===== src/hw/usb_port_pkg.sv =====
// constants and types for the root port status/control pair
//
// Overview of operation
// - after a hardware reset a port shows no device, disabled, line status 00.
// - suspend and enable bits encode disabled, enabled or suspended.
// - a suspended port blocks downstream traffic except reset signaling.
// - suspend waits for the running transaction; bit shows actual state.
// - with outbound babble a start-of-frame may go out before suspending.
// - over-current flag sets on inactive-to-active input; write one clears.
// - over-current active bit follows the active-low input live.
// - port reset bit keeps the port disabled and drives reset signaling.
// - slow device flag shows low speed attached; writes do nothing.
// - bit 7 reads one, reset value 0x0080, bits 15:13 read-only.
// - software writing one to the wake bit of a suspended port drives K-state resume.
// - suspended port sets wake bit after K held 32 microseconds.
// - detected resume reflects K while wake bit and suspend state hold.
// - clearing wake bit sends low-speed EOP; bit reads one until done.
// - each function owns two ports, numbered twice the function number.
// - first port decodes at offset 10h, second at offset 12h.
// - enable set by software only, cleared by faults on real change.
package usb_port_pkg;

    // ***************************************************
    // register map
    // ***************************************************
    localparam logic [7:0] PORT_A_OFS = 8'h10;
    localparam logic [7:0] PORT_B_OFS = 8'h12;
    localparam logic [15:0] PORT_STATUS_CONTROL_RESET = 16'h0080;
    localparam int BIT_SUSP = 12;
    localparam int BIT_OC_FLAG = 11;
    localparam int BIT_OC_ACT = 10;
    localparam int BIT_PRST = 9;
    localparam int BIT_SLOW = 8;
    localparam int BIT_RSV_ONE = 7;
    localparam int BIT_WAKE = 6;
    localparam int BIT_LINE_DM = 5;
    localparam int BIT_LINE_DP = 4;
    localparam int BIT_EN = 2;
    localparam int BIT_CONN = 0;

    // ***************************************************
    // timing
    // ***************************************************
    localparam int CLK_PERIOD_NS = 10;
    localparam int RESUME_DET_US = 32;
    localparam int RESUME_DET_CYC = (RESUME_DET_US * 1000 + CLK_PERIOD_NS - 1) / CLK_PERIOD_NS;
    localparam int EOP_SE0_NS = 1334;
    localparam int EOP_J_NS = 667;
    localparam int EOP_SE0_CYC = (EOP_SE0_NS + CLK_PERIOD_NS - 1) / CLK_PERIOD_NS;
    localparam int EOP_J_CYC = (EOP_J_NS + CLK_PERIOD_NS - 1) / CLK_PERIOD_NS;
    localparam int CNT_W = 12;

    typedef enum logic [2:0] {
        EOP_IDLE = 3'b001,
        EOP_SE0 = 3'b010,
        EOP_J = 3'b100
    } eop_state_t;

endpackage


===== src/hw/usb_root_port_status_control.sv =====
// status and control logic for one pair of root hub ports
`timescale 1ns/1ps
module usb_root_port_status_control
    import usb_port_pkg::*;
#(
    parameter int NPORTS = 2,
    parameter int FUNC_NUM = 0
) (
    input wire logic mclk_i,
    input wire logic rst_n_i,
    input wire logic [7:0] io_addr_i,
    input wire logic io_wr_i,
    input wire logic io_rd_i,
    input wire logic [1:0] io_be_i,
    input wire logic [15:0] io_wdata_i,
    output logic [15:0] io_rdata_o,
    input wire logic [NPORTS-1:0] oc_n_i,
    input wire logic [NPORTS-1:0] line_dp_i,
    input wire logic [NPORTS-1:0] line_dm_i,
    input wire logic [NPORTS-1:0] dev_present_i,
    input wire logic [NPORTS-1:0] xact_busy_i,
    input wire logic [NPORTS-1:0] babble_i,
    input wire logic [NPORTS-1:0] sof_done_i,
    output logic [NPORTS-1:0] sof_req_o,
    output logic [NPORTS-1:0] port_en_o,
    output logic [NPORTS-1:0] traffic_block_o,
    output logic [NPORTS-1:0] drive_se0_o,
    output logic [NPORTS-1:0] drive_k_o,
    output logic [NPORTS-1:0] drive_j_o,
    output logic [2:0] first_port_o
);

    // ***************************************************
    // address decode
    // ***************************************************
    function automatic logic port_hit(input logic [7:0] addr, input int idx);
        port_hit = (idx == 0) ? (addr == PORT_A_OFS) : (addr == PORT_B_OFS);
    endfunction

    // ***************************************************
    // physical port numbering of this function
    // ***************************************************
    assign first_port_o = 3'(FUNC_NUM * 2);

    logic [15:0] reg_val [NPORTS];

    // ***************************************************
    // per-port logic
    // ***************************************************
    genvar p;
    generate
        for (p = 0; p < NPORTS; p++) begin : g_port
            logic [3:0] sync1_q;
            logic [3:0] sync2_q;
            logic oc_prev_q;
            logic oc_act;
            logic dp_s;
            logic dm_s;
            logic pres_s;
            logic conn_q;
            logic wr_hit;
            logic en_q;
            logic susp_q;
            logic susp_pend_q;
            logic sof_wait_q;
            logic oc_flag_q;
            logic prst_q;
            logic wake_q;
            logic slow_q;
            logic k_line;
            logic [CNT_W-1:0] kcnt_q;
            logic [CNT_W-1:0] eop_cnt_q;
            eop_state_t eop_q;
            logic eop_busy;
            logic wake_set_hw;
            logic oc_rise;
            logic suspended;

            // ****************
            // two-stage synchroniser for pins
            // ****************
            // oc stage resets to the pin's idle high, so no false edge follows reset
            always_ff @(posedge mclk_i or negedge rst_n_i) begin
                if (!rst_n_i) begin
                    sync1_q <= 4'h8;
                    sync2_q <= 4'h8;
                end else begin
                    sync1_q <= {oc_n_i[p], line_dp_i[p], line_dm_i[p], dev_present_i[p]};
                    sync2_q <= sync1_q;
                end
            end

            assign pres_s = sync2_q[0];
            assign dm_s = sync2_q[1];
            assign dp_s = sync2_q[2];
            assign oc_act = ~sync2_q[3];
            assign oc_rise = oc_act && !oc_prev_q;
            assign suspended = susp_q && en_q;
            // only whole-word writes are taken
            assign wr_hit = io_wr_i && (io_be_i == 2'b11) && port_hit(io_addr_i, p);
            assign eop_busy = (eop_q != EOP_IDLE);

            // ****************
            // connect tracking
            // ****************
            always_ff @(posedge mclk_i or negedge rst_n_i) begin
                if (!rst_n_i) begin
                    conn_q <= 1'b0;
                end else begin
                    conn_q <= pres_s;
                end
            end

            // ****************
            // speed latch
            // ****************
            always_ff @(posedge mclk_i or negedge rst_n_i) begin
                if (!rst_n_i) begin
                    slow_q <= 1'b0;
                end else begin
                    // idle level decides speed; se0 carries none, so it is skipped
                    if (pres_s && !prst_q && !en_q && (dp_s || dm_s)) begin
                        slow_q <= dm_s & ~dp_s;
                    end else if (!pres_s) begin
                        slow_q <= 1'b0;
                    end
                end
            end

            // ****************
            // over-current edge capture
            // ****************
            always_ff @(posedge mclk_i or negedge rst_n_i) begin
                if (!rst_n_i) begin
                    oc_prev_q <= 1'b0;
                    oc_flag_q <= 1'b0;
                end else begin
                    oc_prev_q <= oc_act;
                    // set wins over a clear in the same cycle
                    if (oc_rise) begin
                        oc_flag_q <= 1'b1;
                    end else if (wr_hit && io_wdata_i[BIT_OC_FLAG]) begin
                        oc_flag_q <= 1'b0;
                    end
                end
            end

            // ****************
            // port reset
            // ****************
            always_ff @(posedge mclk_i or negedge rst_n_i) begin
                if (!rst_n_i) begin
                    prst_q <= 1'b0;
                end else if (wr_hit) begin
                    prst_q <= io_wdata_i[BIT_PRST];
                end
            end

            // ****************
            // enable: software sets, faults and reset clear
            // ****************
            always_ff @(posedge mclk_i or negedge rst_n_i) begin
                if (!rst_n_i) begin
                    en_q <= 1'b0;
                end else if (prst_q || !pres_s || oc_rise) begin
                    en_q <= 1'b0;
                end else if (wr_hit && !(io_wdata_i[BIT_EN] && xact_busy_i[p])) begin
                    // a write setting enable while the bus is busy is ignored
                    en_q <= io_wdata_i[BIT_EN];
                end
            end

            // ****************
            // suspend request, deferred until the transaction ends
            // ****************
            always_ff @(posedge mclk_i or negedge rst_n_i) begin
                if (!rst_n_i) begin
                    susp_q <= 1'b0;
                    susp_pend_q <= 1'b0;
                    sof_wait_q <= 1'b0;
                end else if (!en_q || prst_q) begin
                    susp_q <= 1'b0;
                    susp_pend_q <= 1'b0;
                    sof_wait_q <= 1'b0;
                end else if (wr_hit && !io_wdata_i[BIT_SUSP]) begin
                    susp_q <= 1'b0;
                    susp_pend_q <= 1'b0;
                    sof_wait_q <= 1'b0;
                end else if (wr_hit && io_wdata_i[BIT_SUSP] && !susp_q) begin
                    susp_pend_q <= 1'b1;
                    sof_wait_q <= babble_i[p];
                end else if (susp_pend_q && sof_wait_q) begin
                    if (sof_done_i[p]) begin
                        sof_wait_q <= 1'b0;
                    end
                end else if (susp_pend_q && !xact_busy_i[p]) begin
                    // bit flips only once blocking is really in place
                    susp_q <= 1'b1;
                    susp_pend_q <= 1'b0;
                end
            end

            // ****************
            // K-state on the line depends on speed
            // ****************
            assign k_line = slow_q ? (dp_s & ~dm_s) : (dm_s & ~dp_s);
            assign wake_set_hw = suspended && !wake_q && (kcnt_q == CNT_W'(RESUME_DET_CYC - 1));

            // ****************
            // resume detect timer
            // ****************
            always_ff @(posedge mclk_i or negedge rst_n_i) begin
                if (!rst_n_i) begin
                    kcnt_q <= '0;
                end else if (!(suspended && k_line) || wake_q) begin
                    kcnt_q <= '0;
                end else if (kcnt_q != CNT_W'(RESUME_DET_CYC - 1)) begin
                    kcnt_q <= kcnt_q + CNT_W'(1);
                end
            end

            // ****************
            // wake bit: software or detection sets, clear ends with EOP
            // ****************
            always_ff @(posedge mclk_i or negedge rst_n_i) begin
                if (!rst_n_i) begin
                    wake_q <= 1'b0;
                end else if (wake_set_hw) begin
                    wake_q <= 1'b1;
                end else if (wr_hit && io_wdata_i[BIT_WAKE] && !eop_busy) begin
                    wake_q <= 1'b1;
                end else if (eop_q == EOP_J && eop_cnt_q == '0) begin
                    wake_q <= 1'b0;
                end
            end

            // ****************
            // low-speed end-of-packet sequencer
            // ****************
            always_ff @(posedge mclk_i or negedge rst_n_i) begin
                if (!rst_n_i) begin
                    eop_q <= EOP_IDLE;
                    eop_cnt_q <= '0;
                end else begin
                    case (eop_q)
                        EOP_IDLE: begin
                            if (wake_q && wr_hit && !io_wdata_i[BIT_WAKE]) begin
                                eop_q <= EOP_SE0;
                                eop_cnt_q <= CNT_W'(EOP_SE0_CYC - 1);
                            end
                        end
                        EOP_SE0: begin
                            if (eop_cnt_q == '0) begin
                                eop_q <= EOP_J;
                                eop_cnt_q <= CNT_W'(EOP_J_CYC - 1);
                            end else begin
                                eop_cnt_q <= eop_cnt_q - CNT_W'(1);
                            end
                        end
                        EOP_J: begin
                            if (eop_cnt_q == '0) begin
                                eop_q <= EOP_IDLE;
                            end else begin
                                eop_cnt_q <= eop_cnt_q - CNT_W'(1);
                            end
                        end
                        default: begin
                            eop_q <= EOP_IDLE;
                            eop_cnt_q <= '0;
                        end
                    endcase
                end
            end

            // ****************
            // registered line drive
            // ****************
            always_ff @(posedge mclk_i or negedge rst_n_i) begin
                if (!rst_n_i) begin
                    drive_se0_o[p] <= 1'b0;
                    drive_k_o[p] <= 1'b0;
                    drive_j_o[p] <= 1'b0;
                end else begin
                    // reset signaling passes even while suspended
                    drive_se0_o[p] <= prst_q || (eop_q == EOP_SE0);
                    // K only while suspended, so a stray wake write stays quiet
                    drive_k_o[p] <= wake_q && suspended && !eop_busy;
                    drive_j_o[p] <= (eop_q == EOP_J);
                end
            end

            // ****************
            // registered port state
            // ****************
            always_ff @(posedge mclk_i or negedge rst_n_i) begin
                if (!rst_n_i) begin
                    traffic_block_o[p] <= 1'b0;
                    sof_req_o[p] <= 1'b0;
                    port_en_o[p] <= 1'b0;
                end else begin
                    traffic_block_o[p] <= suspended && !prst_q;
                    sof_req_o[p] <= susp_pend_q && sof_wait_q;
                    port_en_o[p] <= en_q && !susp_q;
                end
            end

            // ****************
            // readback word
            // ****************
            always_comb begin
                reg_val[p] = 16'h0000;
                reg_val[p][BIT_SUSP] = susp_q;
                reg_val[p][BIT_OC_FLAG] = oc_flag_q;
                reg_val[p][BIT_OC_ACT] = oc_act;
                reg_val[p][BIT_PRST] = prst_q;
                reg_val[p][BIT_SLOW] = slow_q;
                reg_val[p][BIT_RSV_ONE] = PORT_STATUS_CONTROL_RESET[BIT_RSV_ONE];
                reg_val[p][BIT_WAKE] = wake_q;
                reg_val[p][BIT_LINE_DM] = dm_s;
                reg_val[p][BIT_LINE_DP] = dp_s;
                reg_val[p][BIT_EN] = en_q;
                reg_val[p][BIT_CONN] = conn_q;
            end
        end
    endgenerate

    // ***************************************************
    // read data
    // ***************************************************
    always_ff @(posedge mclk_i or negedge rst_n_i) begin
        if (!rst_n_i) begin
            io_rdata_o <= 16'h0000;
        end else if (io_rd_i) begin
            io_rdata_o <= 16'h0000;
            for (int i = 0; i < NPORTS; i++) begin
                if (port_hit(io_addr_i, i)) begin
                    io_rdata_o <= reg_val[i];
                end
            end
        end
    end

endmodule


===== config.mk =====
export PLATFORM = sky130hd
export DESIGN_NAME = usb_root_port_status_control
export DESIGN_NICKNAME = d
export VERILOG_FILES = /design/src/hw/usb_port_pkg.sv /design/src/hw/usb_root_port_status_control.sv
export SDC_FILE = /design/constraint.sdc
export NUM_CORES = 1
export LEC_CHECK = 0
export ABC_CLOCK_PERIOD_IN_PS = 3800
export BUFFER_PORTS_ARGS = -buffer_cell sky130_fd_sc_hd__buf_2
export CAP_MARGIN = 5
export CORE_MARGIN = 8
export CORE_UTILIZATION = 30
export DETAILED_ROUTE_END_ITERATION = 8
export HOLD_SLACK_MARGIN = 0.1
export PLACE_DENSITY_LB_ADDON = 0.08
export SYNTH_ARGS = -nofsm -noshare
export SYNTH_HDL_FRONTEND = slang
export SYNTH_SLANG_ARGS = --single-unit

===== constraint.sdc =====
create_clock -name mclk_i -period 3.8 [get_ports mclk_i]
set_clock_uncertainty 0.2 [all_clocks]
set_input_delay 0.76 -clock mclk_i [delete_from_list [all_inputs] [get_ports mclk_i]]
set_output_delay 0.76 -clock mclk_i [all_outputs]
set_load 0.05 [all_outputs]

==> Word level (Yosys, flattened, before mapping) <==
Index checks and enable logic that the tools add are counted.
{ "word_totals": {"register_bits": 118, "in_bits": 44, "out_inout_bits": 31, "word_cells": 275} }
{ "op_classes": {"add_sub_neg": 4, "n_eq_ne": 31, "mux": 72, "bitwise_logic": 10, "n_reduce_logical": 115} }
{ "ops": {"columns": ["cell", "count"], "rows": [
  ["$mux 12", 10],
  ["$pmux 12 s3", 2],
  ["$logic_and 1x1->1", 53],
  ["$mux 1", 50],
  ["$add 12x1->12 const B", 2],
  ["$eq 12x12->1 const B", 2],
  ["$logic_not 12->1", 2],
  ["$ne 12x12->1 const B", 2],
  ["$reduce_bool 4->1", 6],
  ["$sub 12x1->12 const B", 2],
  ["$logic_not 1->1", 22],
  ["$mux 3", 6],
  ["$pmux 3 s3", 2],
  ["$eq 8x5->1 const B", 2],
  ["$mux 16", 1],
  ["$mux 13", 1],
  ["$logic_or 1x1->1", 12],
  ["$ne 2x2->1 const B", 6],
  ["$ne 3x3->1 const B", 4],
  ["$reduce_and 2->1", 6],
  ["$reduce_and 3->1", 4],
  ["$reduce_bool 2->1", 6],
  ["$reduce_bool 3->1", 4],
  ["$ne 2x1->1 const B", 4],
  ["other kinds (8)", 21]
]} }

==> Longest topological paths before layout <==
{ "logic_depth": {"ltp_word": 8, "depth_mapped": 9, "mapped_depth_nobuf": 7} }

==> Worst setup path after synthesis <==
OpenSTA, ideal clock, no wires.
{ "synth_timing": {"path_type": "input port to flip-flop", "from": "in io_addr_i[6]", "to": "reg g_port[0].sof_wait_q", "setup_ps": 121, "arrival_ps": 2256, "required_ps": 3479, "path_slack_ps": 1223, "cell_stages": 6, "path_buffers": 1, "path_cell_list": "or4_4 -> or4_1 -> buf_2 -> o21ai_2 -> a21oi_1 -> o22a_1"} }
{ "synth_via": {"elab_chain_len": 7, "word_cells_on_any_way": 11, "cone_classes": "eq/ne: 1; mux: 3; reduce/logical: 7"} }
{ "synth_rtl": {"columns": ["item", "line", "text"], "rows": [
  ["start, declared", "usb_root_port_status_control.sv:11", "input wire logic [7:0] io_addr_i,"],
  ["$eq 8x5->1 *", null, null],
  ["$logic_and 1x1->1 *", "usb_root_port_status_control.sv:100", "assign wr_hit = io_wr_i && (io_be_i == 2'b11) && port_hit(io_addr_i, p);"],
  ["$logic_and 1x1->1 (2 in series)", "usb_root_port_status_control.sv:189", "end else if (wr_hit && io_wdata_i[BIT_SUSP] && !susp_q) begin"],
  ["$mux 1", "usb_root_port_status_control.sv:189", null],
  ["$mux 1", "usb_root_port_status_control.sv:185", "end else if (wr_hit && !io_wdata_i[BIT_SUSP]) begin"],
  ["$mux 1", "usb_root_port_status_control.sv:181", "end else if (!en_q || prst_q) begin"],
  ["end signal, assigned", "usb_root_port_status_control.sv:191", "sof_wait_q <= babble_i[p];"],
  ["end, declared", "usb_root_port_status_control.sv:65", "logic sof_wait_q;"]
]} }
Every way passes the cells marked *; elsewhere a longest branch is shown, timed or not.
A chain may end at the register's enable or synchronous reset.

==> Final worst setup path <==
{ "layout_timing": {"from": "in io_addr_i[6]", "to": "reg g_port[1].eop_cnt_q[10]"} }
{ "layout_via": {"elab_chain_len": 6} }
{ "layout_rtl": {"columns": ["item", "line", "text"], "rows": [
  ["$eq 8x5->1", "usb_root_port_status_control.sv:37", "port_hit = (idx == 0) ? (addr == PORT_A_OFS) : (addr == PORT_B_OFS);"],
  ["$logic_and 1x1->1", "usb_root_port_status_control.sv:100", null],
  ["$logic_and 1x1->1 (2 in series)", "usb_root_port_status_control.sv:247", "if (wake_q && wr_hit && !io_wdata_i[BIT_WAKE]) begin"],
  ["$ne 2x2->1 (no source line)", null, null],
  ["$reduce_and 2->1 (no source line)", null, null],
  ["end signal, assigned", "usb_root_port_status_control.sv:249", "eop_cnt_q <= CNT_W'(EOP_SE0_CYC - 1);"],
  ["end signal, assigned", "usb_root_port_status_control.sv:255", "eop_cnt_q <= CNT_W'(EOP_J_CYC - 1);"],
  ["end signal, assigned", "usb_root_port_status_control.sv:257", "eop_cnt_q <= eop_cnt_q - CNT_W'(1);"],
  ["end, declared", "usb_root_port_status_control.sv:72", "logic [CNT_W-1:0] eop_cnt_q;"]
]} }
No other way between the ends.

==> reports/qor.csv <==
stage,metric,value,unit
status,outcome,finished clean,
critical_path,Worst Path Buf+Inv,1,
critical_path,CP Cell Sequence,buf_2 -> or4_4 -> nor4_2 -> o21ai_1 -> o21bai_1 -> a22o_1,
cts,root buf cell,clkbuf_16,
logic_synthesis,Ys Warns,0,
critical_path,Max Fanout on Critical Path,13,
layout,Final #Nets,650,
cts,"Clk Latency, worst-skew pair",410,ps
critical_path,"slowest stage delay, CP",580,ps
routing,vias per cell,4.84,
critical_path,Worst setup EP type,flip-flop,
power_and_ir_drop,Leakage,2.96,nW
placed_design,hpwl dp,9040,microns
cts,Inserted Clock Buffers,17,
logic_synthesis,Synth Register Bits,113,
cts,"Reg clk slew, reported paths",50,ps
timing,crit path time final,2580,ps
cts,hold buffers post-CTS,0,
cts,post-CTS sizing,0,
timing,final hold violations,0,
placed_design,"worst slack, placed",766,ps
routing,DRT iter0 DRCs,243,
timing,max-slew violations,0,
logic_synthesis,Avg Synthesized Cell Area,9.88,sq um
timing,Fmax,387,MHz
logic_synthesis,Mapped Area,0.00532,sq mm
cts,CTS tree,done,
die,Core Area,0.0173,sq mm
layout,area growth from synthesis to layout,21.6,%
routing,Post-route DRC,0,
die,die width,149,microns
critical_path,CP required,3890,ps
routing,DRT Wirelength,12700,microns
routing,Detail Route Antenna Nets,0,
logic_synthesis,Post-synth top flop,dfrtp_1,
global_route,pin count of the biggest net entering global routing,52,
layout,Filler Cell Count,1761,
timing,# setup viols final,0,
cts,clk buf depth,2,
critical_path,Top delay family on crit path,simple AND/OR/NAND/NOR gates,
logic_synthesis,Async SR Flop Fraction,100,%
placed_design,PortBufs,55,
timing,RSZ-0062 raised after global routing,false,
die,die height,149,microns
global_route,first-pass GRT wire length,21300,microns
critical_path,crit path launch type,input port,
power_and_ir_drop,power per cell area,481,mW/mm^2
routing,Avg WL per Cell,15.2,microns
routing,first-pass detailed-route iteration total,5,
layout,# diodes,0,
global_route,total track usage,12.2,%
timing,setup TNS,0,ps
die,Starting Density,30.8,%
global_route,antenna violations before repair,0,
layout,most frequent cells in the layout,"107 x dfrtp_1, 63 x nor2_1, 54 x buf_2, 47 x nand2_1, 29 x inv_1",
die,row cnt,48,
critical_path,critical path arrival,2680,ps
critical_path,kind of critical path,in -> reg,
power_and_ir_drop,Peak VDD IR,0.000311,V
logic_synthesis,post-synth cell types,60,
timing,Final period util,68.0,%
hold_path,Hold Crit Class,reg -> reg,
logic_synthesis,Synth Instances,539,
global_route,total gr overflow,0,
die,I/O pin count,75,
logic_synthesis,"Seq/Total Area, Yosys",53.3,%
critical_path,crit path max-delay cell type,or4_4,
layout,"most common cell after layout, fill and taps aside",dfrtp_1,
timing,worst-margin pin slew,970,ps
logic_synthesis,number of enable flip-flop cells after synthesis,0,
die,die area,0.0223,sq mm
layout,share of cells above drive strength 1,18.9,%
flow_run,max-capacitance violation count,0,
global_route,number of global-route vias before repair,4163,
cts,H-tree depth,4,
routing,via count,4060,
cts,postcts setup bufs,0,
timing,Worst slew margin,34.9,%
placed_design,gp weighted congestion,0.748,
cts,Sink Count,113,
timing,fin worst setup slack,1220,ps
## final timing paths
path	startpoint	to	slack, ps	cells after the start
max	io_addr_i[6]	g_port[1].eop_cnt_q[10]	1220	6
min	g_port[1].sync1_q[1]	g_port[1].sync2_q[1]	140	0
max reg2reg	g_port[0].eop_cnt_q[0]	g_port[0].eop_cnt_q[9]	1220	7
min reg2reg	g_port[1].sync1_q[1]	g_port[1].sync2_q[1]	140	0
max in group asynchronous	rst_n_i	g_port[1].eop_q[0]	2430	2
min in group asynchronous	rst_n_i	g_port[0].kcnt_q[8]	190	1
## metrics by stage
stage | hold WS [ps] | area, sq um | power [mW] | util [%] | cells
after floorplan | 131 | 5350 | 1.34 | - | 546
after global placement | 133 | 5830 | 1.40 | 33.7 | 807
after detailed placement | 136 | 5830 | 1.40 | 33.7 | 807
after CTS | 148 | 6470 | 3.16 | 37.4 | 839
after global routing | 153 | 6470 | 3.23 | 37.4 | 839
final | 145 | 6470 | 3.11 | 37.4 | 839
## sequential cells by signal, summed over array words and instances (netlist names), 6 cells and up
register          flops
io_rdata_o           11
g_port.eop_q          6
g_port.kcnt_q        24
g_port.sync1_q        8
g_port.eop_cnt_q     24
g_port.sync2_q        8
## logic make-up after synthesis
logic type	count (synthesis)	share of synthesized area [%]
AO/OA/AOI/OAI	108	12.9
XOR/XNOR	21	3.45
adder cells (fa/ha/maj)	5	1.18
buffers and inverters	51	4.28
flip-flops	113	53.3
multiplexers	13	2.68
other	1	0.0704
AND/OR/NAND/NOR	227	22.2
## synth_stat cells (3+ instances only)
cell,n,area [sq um]
o22ai_1,9,56.3
nor2b_1,5,31.3
o21a_1,4,30.0
buf_4,8,60.1
mux2_2,10,113
a22o_1,4,35.0
mux2i_1,3,30.0
dfstp_2,6,158
xnor2_1,6,52.6
o22a_1,3,26.3
a21oi_1,27,135
or4_1,5,37.5
or2_2,3,18.8
and3_1,8,50.1
nand2_1,47,176
nor2_1,63,236
inv_1,29,109
ha_1,5,62.6
nand3_1,27,135
o21bai_1,6,45.0
and2_1,5,31.3
xor2_1,15,131
o21ai_0,28,140
nand3b_1,3,22.5
nor3_1,13,65.1
nor3b_1,9,67.6
clkbuf_1,8,30.0
buf_2,5,25.0
nor4_1,8,50.1
nand4_1,4,25.0
or3_1,5,31.3
o211ai_1,3,22.5
nand2b_1,10,62.6
a21o_1,6,45.0
dfrtp_1,107,2680
## power breakdown
group / switching (mW) / internal [mW]
combinational: 0.0982 / 0.0423
clock: 0.554 / 1.18
sequential: 0.0138 / 1.22
total: 0.666 / 2.45
## layer usage
metal | up-vias | GRT usage [%] | wire length, microns
met1 | 1970 | 15.3 | 5860
met3 | 13 | 3.43 | 524
li1 | 2004 | - | -
met4 | 0 | 4.54 | 145
met5 | - | 0 | 0
met2 | 73 | 19.5 | 6200
## area by class of cell
cell class | count | area, sq um | share of cell area [%]
clock buffer | 23 | 498 | 7.69
clock inverter | 9 | 151 | 2.34
inverter | 29 | 109 | 1.68
multi-input combinational | 382 | 2290 | 35.3
sequential | 113 | 2840 | 43.8
tap | 225 | 282 | 4.35
timing repair buffer | 58 | 313 | 4.83
## worst reg2reg max path: cells and delay by family, from the launching register on
kind            cells  cell delay, ps
fa+ha+maj           1             210
compound gates      3             620
buf+inv             1              80
flops               1             430
simple gates        2             980
Power figures use the tool's default switching activity.
